### src/lut_slice_pkg.sv
/*
  Shared constants and types of the memory-capable slice: register indices,
  field positions, mode and bus state encodings and reset values.
  Assumes nothing of its surroundings.
*/
package lut_slice_pkg;

  // ----------------------------------------------------------------------
  // Register indices (Avalon word addresses)
  // ----------------------------------------------------------------------
  localparam int         REG_AW     = 3;
  localparam logic [2:0] IDX_CTRL   = 3'h0;
  localparam logic [2:0] IDX_ADDR   = 3'h1;
  localparam logic [2:0] IDX_WDATA  = 3'h2;
  localparam logic [2:0] IDX_RADDR  = 3'h3;
  localparam logic [2:0] IDX_RDATA  = 3'h4;
  localparam logic [2:0] IDX_SHIFT  = 3'h5;
  localparam logic [2:0] IDX_MUXIN  = 3'h6;

  // ----------------------------------------------------------------------
  // Field positions
  // ----------------------------------------------------------------------
  localparam int CTRL_MODE_LSB  = 0;
  localparam int CTRL_DEPTH_LSB = 4;
  localparam int CTRL_REGRD_BIT = 8;
  localparam int RADDR_B_LSB    = 0;
  localparam int RADDR_C_LSB    = 8;
  localparam int RADDR_D_LSB    = 16;
  localparam int SHIFT_DIN_BIT  = 0;
  localparam int SHIFT_CE_BIT   = 1;
  localparam int RD_MAIN_LSB    = 0;
  localparam int RD_AUX_LSB     = 4;
  localparam int RD_PRI_BIT     = 8;
  localparam int RD_SEC_BIT     = 9;
  localparam int RD_TAIL_BIT    = 10;

  // ----------------------------------------------------------------------
  // Mode codes, depth codes and reset values
  // ----------------------------------------------------------------------
  localparam logic [2:0] CODE_SINGLE      = 3'h0;
  localparam logic [2:0] CODE_DUAL        = 3'h1;
  localparam logic [2:0] CODE_QUAD        = 3'h2;
  localparam logic [2:0] CODE_SIMPLE_DUAL = 3'h3;
  localparam logic [2:0] CODE_ROM         = 3'h4;
  localparam logic [2:0] CODE_SHIFT       = 3'h5;
  localparam logic [2:0] CODE_MUX         = 3'h6;
  localparam logic [1:0] DEPTH_32         = 2'h0;
  localparam logic [1:0] DEPTH_64         = 2'h1;
  localparam logic [1:0] DEPTH_128        = 2'h2;
  localparam logic [1:0] DEPTH_256        = 2'h3;
  localparam logic [2:0] RST_MODE_CODE    = 3'h0;
  localparam logic [1:0] RST_DEPTH        = 2'h1;

  typedef enum logic [6:0] {
    MODE_SINGLE      = 7'h01,
    MODE_DUAL        = 7'h02,
    MODE_QUAD        = 7'h04,
    MODE_SIMPLE_DUAL = 7'h08,
    MODE_ROM         = 7'h10,
    MODE_SHIFT       = 7'h20,
    MODE_MUX         = 7'h40
  } mode_t;

  typedef enum logic [1:0] {
    BUS_IDLE   = 2'h1,
    BUS_ANSWER = 2'h2
  } bus_state_t;

endpackage

### src/lut_store.sv
/*
  Storage of the four look-up tables of one slice, 64 bits each, with
  write, shift and asynchronous read paths.
  Assumes one common clock and contents preset by configuration.
*/
`timescale 1ns/1ps
module lut_store #(
  parameter logic [255:0] INIT_CONTENT = 256'h0
) (
  // Clock and reset (reset only quiets the checks)
  input  wire logic        clk_sys,
  input  wire logic        reset,
  // Write port
  input  wire logic [3:0]  we_mask,
  input  wire logic [5:0]  wr_addr,
  input  wire logic        pair,
  input  wire logic [3:0]  wd_lo,
  input  wire logic [3:0]  wd_hi,
  // Shift port
  input  wire logic        shift_en,
  input  wire logic        shift_in,
  input  wire logic [1:0]  chain_last,
  // Read ports
  input  wire logic [23:0] rd_addr,
  output logic      [3:0]  lut_main_out,
  output logic      [3:0]  lut_aux_out,
  output logic             cascade_tail_out
);

  typedef struct packed {
    logic [3:0][63:0] lut;
  } store_t;

  store_t store = INIT_CONTENT;
  store_t next_store;

  // ----------------------------------------------------------------------
  // Write and shift
  // ----------------------------------------------------------------------
  always_comb begin
    next_store = store;
    for (int l = 0; l < 4; l++) begin
      if (shift_en && (2'(l) <= chain_last)) begin
        next_store.lut[l][31:0] = {store.lut[l][30:0],
          (2'(l) == chain_last) ? shift_in : store.lut[(l + 1) % 4][31]};
      end else if (we_mask[l]) begin
        if (pair) begin
          next_store.lut[l][{1'b1, wr_addr[4:0]}] = wd_hi[l];
          next_store.lut[l][{1'b0, wr_addr[4:0]}] = wd_lo[l];
        end else begin
          next_store.lut[l][wr_addr] = wd_lo[l];
        end
      end
    end
  end

  // Contents carry no reset at all.
  always_ff @(posedge clk_sys) begin
    store <= next_store;
  end

  // ----------------------------------------------------------------------
  // Asynchronous reads
  // ----------------------------------------------------------------------
  always_comb begin
    for (int l = 0; l < 4; l++) begin
      lut_main_out[l] = store.lut[l][rd_addr[6 * l +: 6]];
      lut_aux_out[l]  = store.lut[l][{1'b0, rd_addr[6 * l +: 5]}];
    end
  end

  assign cascade_tail_out = store.lut[0][31];

  chk_write_lands: assert property (@(posedge clk_sys) disable iff (reset)
    we_mask[0] && !pair && !shift_en |=>
      store.lut[0][$past(wr_addr)] == $past(wd_lo[0]))
    else $error("memory write did not land at its address");

  chk_stage_zero: assert property (@(posedge clk_sys) disable iff (reset)
    shift_en && chain_last == 2'h0 |=> store.lut[0][0] == $past(shift_in))
    else $error("serial input not loaded into stage zero");

  chk_stages_move: assert property (@(posedge clk_sys) disable iff (reset)
    shift_en |=> store.lut[0][31:1] == $past(store.lut[0][30:0]))
    else $error("stages did not move up by one");

  chk_tail_follows: assert property (@(posedge clk_sys) disable iff (reset)
    shift_en ##1 !shift_en |-> cascade_tail_out == $past(store.lut[0][30]))
    else $error("cascade output is not the last stage");

  chk_hold_idle: assert property (@(posedge clk_sys) disable iff (reset)
    !shift_en && we_mask == 4'h0 |=> $stable(store))
    else $error("contents changed without write or shift");

endmodule

### src/lut_slice.sv
/*
  Memory-capable slice: four look-up tables used as distributed memory,
  read-only memory, addressable shift register or wide multiplexer,
  reached over an Avalon-MM slave with waitrequest.
  Assumes one 10 MHz clock, an Avalon master on the same clock.
*/
// Local design decisions: the register offsets and the Avalon-MM interface to the registers.
// What this block does
// - Single-port depths 32, 64, 128, 256; dual-port depths 32, 64, 128.
// - Quad-port 32x2 and 64x1; simple dual 32x6 and 64x3, no write-port read.
// - A write stores data at the write address on one clock edge.
// - Single-port: one address selects both write and read location.
// - Dual-port: second table reads its own address, both copies written alike.
// - Quad-port: one read/write port plus three read-only ports.
// - Memory reads are combinational from the applied address.
// - Optional read register adds exactly one cycle of latency.
// - One clock for all tables; shared strobe and address.
// - Depth above 64 combines tables through the wide multiplexers.
// - Read-only memory of 64, 128, 256 bits, contents from configuration.
// - One table is a 32-stage shift register, delay 1 to 32.
// - With enable, serial input enters stage zero; others move up.
// - Output shows the stage picked by the tap address, combinationally.
// - Fixed tap N gives length N plus one.
// - Shift stages have no set or reset.
// - Cascade output carries stage 31, changing after each shift.
// - Four tables chain into up to 128 addressable stages.
// - Only the first table's cascade output leaves the slice.
// - Multiplexers 4:1, 8:1 and 16:1 in one, two, four tables.
// - Writes and shifts are synchronous, gated by an active-high enable.
`timescale 1ns/1ps
module lut_slice #(
  parameter logic [255:0] INIT_CONTENT = 256'h0
) (
  // Clock and reset
  input  wire logic        clk_sys,
  input  wire logic        reset,
  // Avalon-MM slave
  input  wire logic [2:0]  address,
  input  wire logic        read,
  input  wire logic        write,
  input  wire logic [3:0]  byteenable,
  input  wire logic [31:0] writedata,
  output logic      [31:0] readdata,
  output logic             waitrequest,
  // Registered memory outputs
  output logic             primary_read_out,
  output logic             secondary_read_out,
  output logic             cascade_tail_out
);

  // ----------------------------------------------------------------------
  // State
  // ----------------------------------------------------------------------
  typedef struct packed {
    lut_slice_pkg::bus_state_t bus;
    logic                      waitrequest;
    logic [31:0]               readdata;
    logic [2:0]                mode_code;
    logic [1:0]                depth;
    logic                      reg_read;
    logic [7:0]                addr;
    logic [5:0]                wdata;
    logic [23:0]               raddr;
    logic [15:0]               muxin;
    logic [1:0]                shift_ctl;
    logic                      primary;
    logic                      secondary;
    logic                      tail;
  } state_t;

  localparam state_t STATE_RESET = '{
    bus:         lut_slice_pkg::BUS_IDLE,
    waitrequest: 1'b1,
    readdata:    32'h0,
    mode_code:   lut_slice_pkg::RST_MODE_CODE,
    depth:       lut_slice_pkg::RST_DEPTH,
    reg_read:    1'b0,
    addr:        8'h00,
    wdata:       6'h00,
    raddr:       24'h000000,
    muxin:       16'h0000,
    shift_ctl:   2'h0,
    primary:     1'b0,
    secondary:   1'b0,
    tail:        1'b0
  };

  state_t state;
  state_t next_state;

  // ----------------------------------------------------------------------
  // Functions
  // ----------------------------------------------------------------------
  // Two two-input pair muxes feeding the final two-input mux.
  function automatic logic wide_mux(input logic [3:0] v, input logic [1:0] sel);
    logic wide_mux_lower_pair;
    logic wide_mux_upper_pair;
    wide_mux_lower_pair = sel[0] ? v[1] : v[0];
    wide_mux_upper_pair = sel[0] ? v[3] : v[2];
    return sel[1] ? wide_mux_upper_pair : wide_mux_lower_pair;
  endfunction

  function automatic lut_slice_pkg::mode_t decode_mode(input logic [2:0] code);
    case (code)
      lut_slice_pkg::CODE_SINGLE:      return lut_slice_pkg::MODE_SINGLE;
      lut_slice_pkg::CODE_DUAL:        return lut_slice_pkg::MODE_DUAL;
      lut_slice_pkg::CODE_QUAD:        return lut_slice_pkg::MODE_QUAD;
      lut_slice_pkg::CODE_SIMPLE_DUAL: return lut_slice_pkg::MODE_SIMPLE_DUAL;
      lut_slice_pkg::CODE_ROM:         return lut_slice_pkg::MODE_ROM;
      lut_slice_pkg::CODE_SHIFT:       return lut_slice_pkg::MODE_SHIFT;
      lut_slice_pkg::CODE_MUX:         return lut_slice_pkg::MODE_MUX;
      default:                         return lut_slice_pkg::MODE_SINGLE;
    endcase
  endfunction

  // Depth 32 keeps its bits in the upper half of a table.
  function automatic logic [5:0] table_addr(input logic [5:0] a, input logic [1:0] depth);
    return (depth == lut_slice_pkg::DEPTH_32) ? {1'b1, a[4:0]} : a;
  endfunction

  function automatic logic [31:0] merge_be(input logic [31:0] old_word,
                                           input logic [31:0] new_word,
                                           input logic [3:0]  be);
    logic [31:0] result;
    result = old_word;
    for (int b = 0; b < 4; b++) begin
      if (be[b]) begin
        result[8 * b +: 8] = new_word[8 * b +: 8];
      end
    end
    return result;
  endfunction

  // ----------------------------------------------------------------------
  // Slice datapath
  // ----------------------------------------------------------------------
  lut_slice_pkg::mode_t mode;
  logic                 take_write;
  logic                 strobe;
  logic                 shift_fire;
  logic [5:0]           d;
  logic [5:0]           la;
  logic [5:0]           rb;
  logic [1:0]           upper_sel;
  logic [3:0]           we_mask;
  logic                 pair;
  logic [3:0]           wd_lo;
  logic [3:0]           wd_hi;
  logic [23:0]          rd_addr;
  logic                 shift_en;
  logic [3:0]           lut_main_out;
  logic [3:0]           lut_aux_out;
  logic                 tail_c;
  logic                 primary_c;
  logic                 secondary_c;
  logic [3:0]           mux_group;

  assign mode       = decode_mode(state.mode_code);
  assign take_write = write && (state.bus == lut_slice_pkg::BUS_ANSWER);
  assign strobe     = take_write && (address == lut_slice_pkg::IDX_WDATA)
                      && byteenable[0];
  assign shift_fire = take_write && (address == lut_slice_pkg::IDX_SHIFT)
                      && byteenable[0]
                      && writedata[lut_slice_pkg::SHIFT_CE_BIT];
  assign d          = writedata[5:0];
  assign la         = table_addr(state.addr[5:0], state.depth);
  assign rb         = table_addr(state.raddr[lut_slice_pkg::RADDR_B_LSB +: 6], state.depth);

  always_comb begin
    upper_sel = 2'h0;
    if (state.depth == lut_slice_pkg::DEPTH_128) begin
      upper_sel = {1'b0, state.addr[6]};
    end else if (state.depth == lut_slice_pkg::DEPTH_256) begin
      upper_sel = state.addr[7:6];
    end
    for (int l = 0; l < 4; l++) begin
      mux_group[l] = state.muxin[4 * l + 32'(state.addr[1:0])];
    end
  end

  always_comb begin
    we_mask     = 4'h0;
    pair        = 1'b0;
    wd_lo       = {4{d[0]}};
    wd_hi       = {4{d[1]}};
    rd_addr     = {4{la}};
    shift_en    = 1'b0;
    primary_c   = 1'b0;
    secondary_c = 1'b0;
    unique case (mode)
      lut_slice_pkg::MODE_SINGLE, lut_slice_pkg::MODE_ROM: begin
        primary_c = wide_mux(lut_main_out, upper_sel);
        if (mode == lut_slice_pkg::MODE_SINGLE && strobe) begin
          we_mask = 4'h1 << upper_sel;
        end
      end
      lut_slice_pkg::MODE_DUAL: begin
        if (state.depth == lut_slice_pkg::DEPTH_128) begin
          rd_addr     = {rb, rb, la, la};
          primary_c   = wide_mux(lut_main_out, {1'b0, state.addr[6]});
          secondary_c = wide_mux(lut_main_out, {1'b1, state.raddr[6]});
          if (strobe) begin
            we_mask = state.addr[6] ? 4'hA : 4'h5;
          end
        end else begin
          rd_addr     = {la, la, rb, la};
          primary_c   = lut_main_out[0];
          secondary_c = lut_main_out[1];
          if (strobe) begin
            we_mask = 4'h3;
          end
        end
      end
      lut_slice_pkg::MODE_QUAD: begin
        rd_addr = {table_addr(state.raddr[lut_slice_pkg::RADDR_D_LSB +: 6], state.depth),
                   table_addr(state.raddr[lut_slice_pkg::RADDR_C_LSB +: 6], state.depth),
                   rb, la};
        pair        = (state.depth == lut_slice_pkg::DEPTH_32);
        primary_c   = lut_main_out[0];
        secondary_c = lut_main_out[1];
        if (strobe) begin
          we_mask = 4'hF;
        end
      end
      lut_slice_pkg::MODE_SIMPLE_DUAL: begin
        rd_addr     = {la, rb, rb, rb};
        pair        = (state.depth == lut_slice_pkg::DEPTH_32);
        secondary_c = lut_main_out[0];
        if (pair) begin
          wd_lo = {1'b0, d[4], d[2], d[0]};
          wd_hi = {1'b0, d[5], d[3], d[1]};
        end else begin
          wd_lo = {1'b0, d[2:0]};
        end
        if (strobe) begin
          we_mask = 4'h7;
        end
      end
      lut_slice_pkg::MODE_SHIFT: begin
        rd_addr   = {4{1'b0, state.addr[4:0]}};
        shift_en  = shift_fire;
        primary_c = wide_mux(lut_main_out, 2'(state.depth - state.addr[6:5]));
      end
      lut_slice_pkg::MODE_MUX: begin
        if (state.depth == lut_slice_pkg::DEPTH_32) begin
          primary_c = mux_group[0];
        end else if (state.depth == lut_slice_pkg::DEPTH_64) begin
          primary_c = wide_mux(mux_group, {1'b0, state.addr[2]});
        end else begin
          primary_c = wide_mux(mux_group, state.addr[3:2]);
        end
      end
    endcase
  end

  lut_store #(
    .INIT_CONTENT (INIT_CONTENT)
  ) u_store (
    .clk_sys          (clk_sys),
    .reset            (reset),
    .we_mask          (we_mask),
    .wr_addr          (la),
    .pair             (pair),
    .wd_lo            (wd_lo),
    .wd_hi            (wd_hi),
    .shift_en         (shift_en),
    .shift_in         (writedata[lut_slice_pkg::SHIFT_DIN_BIT]),
    .chain_last       (state.depth),
    .rd_addr          (rd_addr),
    .lut_main_out     (lut_main_out),
    .lut_aux_out      (lut_aux_out),
    .cascade_tail_out (tail_c)
  );

  // ----------------------------------------------------------------------
  // Register file and bus answer
  // ----------------------------------------------------------------------
  logic [31:0] ctrl_word;
  logic [31:0] rdata_word;
  logic [31:0] read_value;
  logic [31:0] merged;

  always_comb begin
    ctrl_word = 32'h0;
    ctrl_word[lut_slice_pkg::CTRL_MODE_LSB +: 3]  = state.mode_code;
    ctrl_word[lut_slice_pkg::CTRL_DEPTH_LSB +: 2] = state.depth;
    ctrl_word[lut_slice_pkg::CTRL_REGRD_BIT]      = state.reg_read;
    rdata_word = 32'h0;
    rdata_word[lut_slice_pkg::RD_MAIN_LSB +: 4] = lut_main_out;
    rdata_word[lut_slice_pkg::RD_AUX_LSB +: 4]  = lut_aux_out;
    rdata_word[lut_slice_pkg::RD_PRI_BIT]  = state.reg_read ? state.primary : primary_c;
    rdata_word[lut_slice_pkg::RD_SEC_BIT]  = state.reg_read ? state.secondary : secondary_c;
    rdata_word[lut_slice_pkg::RD_TAIL_BIT] = tail_c;
    unique case (address)
      lut_slice_pkg::IDX_CTRL:  read_value = ctrl_word;
      lut_slice_pkg::IDX_ADDR:  read_value = {24'h0, state.addr};
      lut_slice_pkg::IDX_WDATA: read_value = {26'h0, state.wdata};
      lut_slice_pkg::IDX_RADDR: read_value = {8'h0, state.raddr};
      lut_slice_pkg::IDX_RDATA: read_value = rdata_word;
      lut_slice_pkg::IDX_SHIFT: read_value = {30'h0, state.shift_ctl};
      lut_slice_pkg::IDX_MUXIN: read_value = {16'h0, state.muxin};
      default:                  read_value = 32'h0;
    endcase
  end

  always_comb begin
    next_state           = state;
    next_state.primary   = primary_c;
    next_state.secondary = secondary_c;
    next_state.tail      = tail_c;
    merged               = merge_be(read_value, writedata, byteenable);
    unique case (state.bus)
      lut_slice_pkg::BUS_IDLE: begin
        if (read || write) begin
          next_state.bus         = lut_slice_pkg::BUS_ANSWER;
          next_state.waitrequest = 1'b0;
          next_state.readdata    = read ? read_value : 32'h0;
        end
      end
      lut_slice_pkg::BUS_ANSWER: begin
        next_state.bus         = lut_slice_pkg::BUS_IDLE;
        next_state.waitrequest = 1'b1;
        if (take_write) begin
          unique case (address)
            lut_slice_pkg::IDX_CTRL: begin
              next_state.mode_code = merged[lut_slice_pkg::CTRL_MODE_LSB +: 3];
              next_state.depth     = merged[lut_slice_pkg::CTRL_DEPTH_LSB +: 2];
              next_state.reg_read  = merged[lut_slice_pkg::CTRL_REGRD_BIT];
            end
            lut_slice_pkg::IDX_ADDR:  next_state.addr      = merged[7:0];
            lut_slice_pkg::IDX_WDATA: next_state.wdata     = merged[5:0];
            lut_slice_pkg::IDX_RADDR: next_state.raddr     = merged[23:0];
            lut_slice_pkg::IDX_SHIFT: next_state.shift_ctl = merged[1:0];
            lut_slice_pkg::IDX_MUXIN: next_state.muxin     = merged[15:0];
            default:                  next_state.shift_ctl = state.shift_ctl;
          endcase
        end
      end
    endcase
  end

  always_ff @(posedge clk_sys or posedge reset) begin
    if (reset) begin
      state <= STATE_RESET;
    end else begin
      state <= next_state;
    end
  end

  assign readdata           = state.readdata;
  assign waitrequest        = state.waitrequest;
  assign primary_read_out   = state.primary;
  assign secondary_read_out = state.secondary;
  assign cascade_tail_out   = state.tail;

  // ----------------------------------------------------------------------
  // Checks
  // ----------------------------------------------------------------------
  chk_wait_release: assert property (@(posedge clk_sys) disable iff (reset)
    !waitrequest |=> waitrequest)
    else $error("waitrequest stayed low for two cycles");

  chk_wait_answer: assert property (@(posedge clk_sys) disable iff (reset)
    (read || write) && waitrequest && state.bus == lut_slice_pkg::BUS_IDLE |=> !waitrequest)
    else $error("request not answered in one cycle");

  chk_read_latency: assert property (@(posedge clk_sys) disable iff (reset)
    !reset |=> primary_read_out == $past(primary_c))
    else $error("registered read is not one cycle behind");

  chk_simple_dual_quiet: assert property (@(posedge clk_sys) disable iff (reset)
    mode == lut_slice_pkg::MODE_SIMPLE_DUAL |=> !primary_read_out)
    else $error("simple dual write port produced read data");

  chk_rom_no_write: assert property (@(posedge clk_sys) disable iff (reset)
    mode == lut_slice_pkg::MODE_ROM |-> we_mask == 4'h0)
    else $error("read-only memory was written");

  chk_dual_copies: assert property (@(posedge clk_sys) disable iff (reset)
    mode == lut_slice_pkg::MODE_DUAL && strobe |-> $countones(we_mask) == 2)
    else $error("dual-port copies not written together");

endmodule

### config.mk
export PLATFORM = sky130hd
export DESIGN_NAME = lut_slice
export DESIGN_NICKNAME = d
export VERILOG_FILES = /design/src/lut_slice_pkg.sv /design/src/lut_store.sv /design/src/lut_slice.sv
export SDC_FILE = /design/constraint.sdc
export NUM_CORES = 1
export LEC_CHECK = 0
export BUFFER_PORTS_ARGS = -buffer_cell sky130_fd_sc_hd__buf_2
export CORE_MARGIN = 3
export CORE_UTILIZATION = 40
export CTS_BUF_LIST = sky130_fd_sc_hd__clkbuf_16
export CTS_CLUSTER_SIZE = 28
export DETAILED_ROUTE_END_ITERATION = 12
export HOLD_SLACK_MARGIN = 0.03
export MAX_ROUTING_LAYER = met4
export PLACE_DENSITY = 0.63
export SYNTH_ARGS = -nofsm -noshare
export SYNTH_HDL_FRONTEND = slang
export SYNTH_SLANG_ARGS = --single-unit
export TNS_END_PERCENT = 20
### constraint.sdc
create_clock -name clk_sys -period 5.29 [get_ports clk_sys]
set_clock_uncertainty 0.1 [all_clocks]
set_input_delay 0.2645 -clock clk_sys [delete_from_list [all_inputs] [get_ports clk_sys]]
set_output_delay 0.2645 -clock clk_sys [all_outputs]
set_load 0.005 [all_outputs]
==> qor.csv, run 1 <==
metric;value;unit
dp_hpwl;55500;microns
drive_gt1_frac;0.126;
synth_top_family_by_area;simple AND/OR/NAND/NOR gates;
antenna_left;0;
p_per_area;574;nW/um^2
die_w;234;microns
cts_tree;done;
synth_compound_area_frac;0.184;
crit_path_start_kind;register;
maxSlewHeadroom;0.139;
cts.path.max_buffers;3;
r2r_cells;14;
yosys_warnings;0;
setup_viol;0;
power.total;13.4;mW
setup_tns;0;ns
grt_remaining_overflow;0;
netlist_instances;2343;
status;finished, final reports clean;
fin_util;0.458;
ys_seq_area_frac;0.479;
arrival;5.30;ns
num-fill-cells;4957;
drv_cap;0;
cts_buffers;40;
drc;0;
clkSlewWorstSetupHoldPaths;0.07;ns
synthMuxAreaShare;0.0806;
clockRootBuffer;clkbuf_16;
core-area;50800;sq um
synth_xor_area_frac;0.000841;
startpoint;ctrl_word[2];
yosysUniqueCellTypes;85;
routed_wl;78900;microns
maxSlewViolCount;0;
grt_first_pass_wirelength;115000;microns
via_count;19150;
start_util;0.410;
criticalPathCategory;register to register;
hp-class;input pin to register;
synth_area_per_cell;8.89;sq um
vdd_drop_max;0.342;mV
drt_iter0_markers;2928;
grt_use_total;0.292;
grt_max_degree;65;
end_kind;register;
cts.sinks;347;
grt_pass1_vias;17658;
antenna_found_initial;0;
synth-simple-area-share;0.201;
drt-pass1-iter-count;6;
viasPerCell;6.30;
wire_per_inst;25.9;microns
num_antenna_cells;0;
crit_required;5.69;ns
synth_flop_cell;edfxtp_1;
fmax;204;MHz
path_max_fanout;22;
synth_edf_count;256;
dieHeight;234;microns
p_seq_frac;0.265;
synth-seq-cells;347;
nets;2380;
finalHoldViolCount;0;
p_int;7.01;mW
fin_ws;0.390;ns
place_ws;0.583;ns
period_share;0.926;
synthToLayoutAreaGrowth;11.7;%
gp_congestion;1.04;
min_path_cells;3;
swShare;0.476;
power.switching;6.35;mW
min-delay-start;writedata[4];
dieArea;54800;sq um
ios;79;
fin_crit;4.90;ns
rows;82;
syn-cell-area;20800;sq um
pwr-share-comb;0.525;
rr_startpoint;ctrl_word[2];
rsz0062_at_grt;no;
p_leak;8.12;nW
synthAdderAreaFrac;0.000601;
io_buffers;61;
pwr-share-clk;0.210;
htreeDepth;2;
worst_slew_pin_slew;1.29;ns
clock_latency;0.59;ns
synth_async_sr_flop_share;0.262;
[synthesized netlist by cell type (6+ instances only)]
cell type,count,share of area
o211ai_1,17,0.0061
mux2i_1,90,0.043
a22oi_1,15,0.0054
nand2_1,405,0.073
and2_1,11,0.0033
buf_1,16,0.0029
o22ai_1,20,0.0060
nor4_1,7,0.0021
a31oi_1,8,0.0024
nand3b_1,8,0.0029
a21o_1,8,0.0029
a21oi_1,75,0.018
dfrtp_1,89,0.11
nor3b_1,6,0.0022
o31ai_1,66,0.024
nand3_1,36,0.0087
nor2_1,368,0.066
inv_1,26,0.0047
clkbuf_1,160,0.029
buf_2,17,0.0041
or3_1,9,0.0027
mux4_2,15,0.016
a32oi_1,7,0.0029
o21ai_0,276,0.066
nor2b_1,22,0.0066
and3_1,10,0.0030
nor3_1,47,0.011
a311oi_1,12,0.0050
mux2_2,38,0.021
a22o_1,17,0.0072
a211oi_1,26,0.0094
edfxtp_1,256,0.37
buf_4,33,0.012
nand2b_1,20,0.0060
[stage by stage]
step / instance area (sq um) / hold slack [ns] / cells
after floorplan: 20900 / 0.277 / 2350
after global placement: 21700 / 0.196 / 2944
after detailed placement: 21700 / 0.208 / 2944
after CTS: 23300 / 0.0590 / 3040
after global routing: 23300 / 0.131 / 3040
final: 23300 / 0.0865 / 3040
[metal layers]
metal	up-vias	routed length, microns	global-route usage
li1	8384	-	-
met1	9337	31300	0.386
met2	1204	34900	0.435
met3	225	8910	0.0603
met4	0	3770	0.124
met5	-	0	-
[registers in the layout, indices dropped and copies added (netlist names)]
| name | flops |
|---|---|
| u_store.store | 255 |
| state | 58 |
| readdata | 24 |
| ctrl_word | 6 |
| cascade_tail_out | 1 |
| primary_read_out | 1 |
| secondary_read_out | 1 |
| u_store.cascade_tail_out | 1 |
[power groups by stage]
stage / clock (mW) / sequential [mW] / combinational [mW]
floorplan: 0 / 3.36 / 4.16
detailed placement: 0 / 3.58 / 6.69
global route: 2.94 / 3.56 / 7.28
CTS: 2.85 / 3.52 / 6.74
finish: 2.81 / 3.53 / 7.02
global placement: 0 / 3.57 / 6.63
[placed cells by master, fill, tap and decap left out, types with 7 or more instances in the layout]
cell type,synthesis,final
nor2b_1,22,22
mux2_2,38,38
a22oi_1,15,15
o21ai_0,276,274
and3_1,10,10
mux2i_1,90,89
a21oi_1,75,73
o31ai_1,66,66
clkinv_1,1,7
a211oi_1,26,26
nor3_1,47,47
nand3_1,36,36
buf_2,17,61
or3_1,9,9
dfrtp_1,89,89
nor2_1,368,366
clkbuf_16,0,42
inv_1,26,33
a32oi_1,7,7
a22o_1,17,17
and2_1,11,11
dlygate4sd3_1,0,22
a311oi_1,12,12
conb_1,1,8
nand2_1,405,402
buf_4,33,88
a31oi_1,8,7
o22ai_1,20,20
edfxtp_1,256,256
mux4_2,15,15
nand3b_1,8,8
a21o_1,8,8
nor4_1,7,7
o211ai_1,17,17
nand2b_1,20,20
[critical path, cell delays in order, from the launching register on]
cell and delay, ns:
dfrtp_1 0.49, buf_4 0.27, nand3b_1 0.44, buf_4 0.32, a21oi_1 0.55, buf_4 0.30, nand2_1 0.07, a311oi_1 0.58
a311oi_1 0.15, o2111ai_1 0.29, mux2i_1 0.15, buf_4 0.19, o22a_1 0.21, mux2i_1 0.43, mux2_2 0.25
[cells by family (layout without fill, tap and decap cells)]
family                   Yosys count  in the layout
adder cells (fa/ha/maj)            1              1
AO/OA/AOI/OAI                    611            611
flip-flops                       347            347
XOR/XNOR                           2              2
multiplexers                     144            144
AND/OR/NAND/NOR                  981            981
other                              1              8
buffers and inverters            256            274
[path summary, 6_finish.rpt]
check,slack (ns),endpoint
worst max-delay path,0.39,state[45]
worst min-delay path,0.09,state[55]
worst max register to register,0.39,state[45]
worst min register to register,0.37,readdata[14]
max in group asynchronous,3.84,state[23]
min in group asynchronous,0.15,state[99]
[repair_timing]
item                                   4_1_cts  5_1_grt
hold buffers                                22        0
gates resized for setup                      0        0
buffers inserted                             0        0
endpoints found under the hold margin       69        0
[cell type report]
type,count,area (sq um),area share
well taps,672,841,0.0361
clock buffers,42,1050,0.0452
flip-flops and latches,347,9970,0.428
clock inverters,32,258,0.0111
repair buffers,173,1230,0.0527
inverters,27,104,0.00446
multi-input cells,1747,9810,0.422
Note: power is estimated with default switching activity, not from simulation.
==> inputs of run 2 (changes only) <==
clock period = 5.7 ns   (was 5.29 ns; I/O delays follow)
==> qor.csv, run 2 (synthesized netlist as in run 1, its figures left out) <==
metric;value;unit
layout_common_cells;402 x nand2_1, 366 x nor2_1, 274 x o21ai_0, 256 x edfxtp_1;
drive_gt1_frac;0.119;
worst_slew_pin_slew;1.16;ns
synthToLayoutAreaGrowth;10.7;%
rows;82;
setup_tns;0;ns
finalHoldViolCount;0;
end_kind;register;
path_max_fanout;19;
power.switching;5.80;mW
crit_path_start_kind;register;
cts_setup_buffers;0;
pwr-share-comb;0.521;
clock_latency;0.59;ns
cts.sinks;347;
cts_buffers;40;
maxSlewViolCount;0;
arrival;5.20;ns
start_util;0.410;
grt_pass1_vias;17751;
cts.path.max_buffers;3;
setup_viol;0;
drt-pass1-iter-count;6;
multi_input_area;9820;sq um
p_per_area;525;nW/um^2
fmax;206;MHz
grt_max_degree;65;
num-fill-cells;4945;
cts_tree;done;
antenna_found_initial;1;
dieArea;54800;sq um
pwr-share-clk;0.207;
clkSlewWorstSetupHoldPaths;0.06;ns
p_leak;8.01;nW
fin_ws;0.852;ns
grt_first_pass_wirelength;114000;microns
final_common_cell;nand2_1;
hp-class;input pin to register;
io_buffers;61;
vdd_drop_max;0.470;mV
htreeDepth;2;
regArea;9970;sq um
fin_crit;4.85;ns
maxSlewHeadroom;0.224;
status;finished, final reports clean;
swShare;0.479;
core-area;50800;sq um
grt_use_total;0.283;
dieHeight;234;microns
p_seq_frac;0.272;
gp_congestion;1.02;
nets;2361;
crit_required;6.05;ns
drv_cap;0;
largest_register_ffs;255;
drt_iter0_markers;2620;
fin_util;0.454;
routed_wl;76200;microns
criticalPathCategory;register to register;
grt_remaining_overflow;0;
rsz0062_at_grt;no;
via_count;19101;
dp_hpwl;53700;microns
viasPerCell;6.32;
drc;0;
period_share;0.851;
wire_per_inst;25.2;microns
p_int;6.31;mW
place_ws;1.03;ns
ios;79;
die_w;234;microns
top_register;u_store.store;
clockRootBuffer;clkbuf_16;
antenna_left;0;
fin_hold_ws;0.0709;ns
-- run 2: changes by cell type in the layout (fill, tap and decap cells not counted), moves of 2 or more --
cell	previous run	this run
buf_4	88	72
bufinv_16	3	1
clkinv_2	6	10
dlygate4sd3_1	22	20
inv_4	3	1
-- run 2: stage by stage --
step | power [mW] | cells | cell area, sq um
floorplan | 6.98 | 2350 | 20900
finish | 12.1 | 3022 | 23100
CTS | 11.9 | 3021 | 23100
detailed placement | 9.36 | 2927 | 21600
global route | 12.5 | 3022 | 23100
global placement | 9.31 | 2927 | 21600
-- run 2: power groups by stage --
| stage | clock (mW) | combinational [mW] | sequential [mW] |
|---|---|---|---|
| finish | 2.50 | 6.31 | 3.30 |
| floorplan | 0 | 3.86 | 3.12 |
| global placement | 0 | 5.98 | 3.32 |
| CTS | 2.53 | 6.06 | 3.29 |
| global route | 2.61 | 6.61 | 3.32 |
| detailed placement | 0 | 6.03 | 3.33 |
-- run 2: layout make-up --
| class | count | area share |
|---|---|---|
| flip-flops and latches | 347 | 0.432 |
| multi-input cells | 1747 | 0.426 |
| repair buffers | 154 | 0.0462 |
| clock buffers | 42 | 0.0456 |
| well taps | 672 | 0.0365 |
| clock inverters | 32 | 0.00868 |
| inverters | 27 | 0.00450 |
| diodes | 1 | 0.000109 |
-- run 2: metal layers --
layer,up-vias,global-route usage,wire (microns)
li1,8336,-,-
met1,9251,0.379,29800
met5,-,-,0
met2,1293,0.420,33400
met3,221,0.0532,8970
met4,0,0.123,3940
-- run 2: worst paths after layout --
path,from,end,slack (ns),depth (start not counted)
max,ctrl_word[2],state[51],0.85,12
min,writedata[8],state[13],0.07,5
max reg2reg,ctrl_word[2],state[51],0.85,12
min reg2reg,readdata[4],readdata[4],0.37,2
max in group asynchronous,reset,state[10],4.21,4
min in group asynchronous,reset,state[48],0.17,3
-- run 2: repair_timing --
| item | CTS | global route |
|---|---|---|
| setup endpoints to repair | 0 | 0 |
| resized for setup | 0 | 0 |
| hold endpoints to repair | 61 | 0 |
| hold buffers | 20 | 0 |
-- run 2: critical path, stage by stage, from the launching register on --
cell      delay (ns)
dfrtp_1         0.38
buf_4           0.20
nand3b_1        0.48
buf_4           0.33
mux2_2          0.49
a211oi_1        0.26
a311oi_1        0.08
nor4_1          0.58
nand4_1         0.46
mux2i_1         0.58
o22a_1          0.28
mux2i_1         0.17
mux2_2          0.33
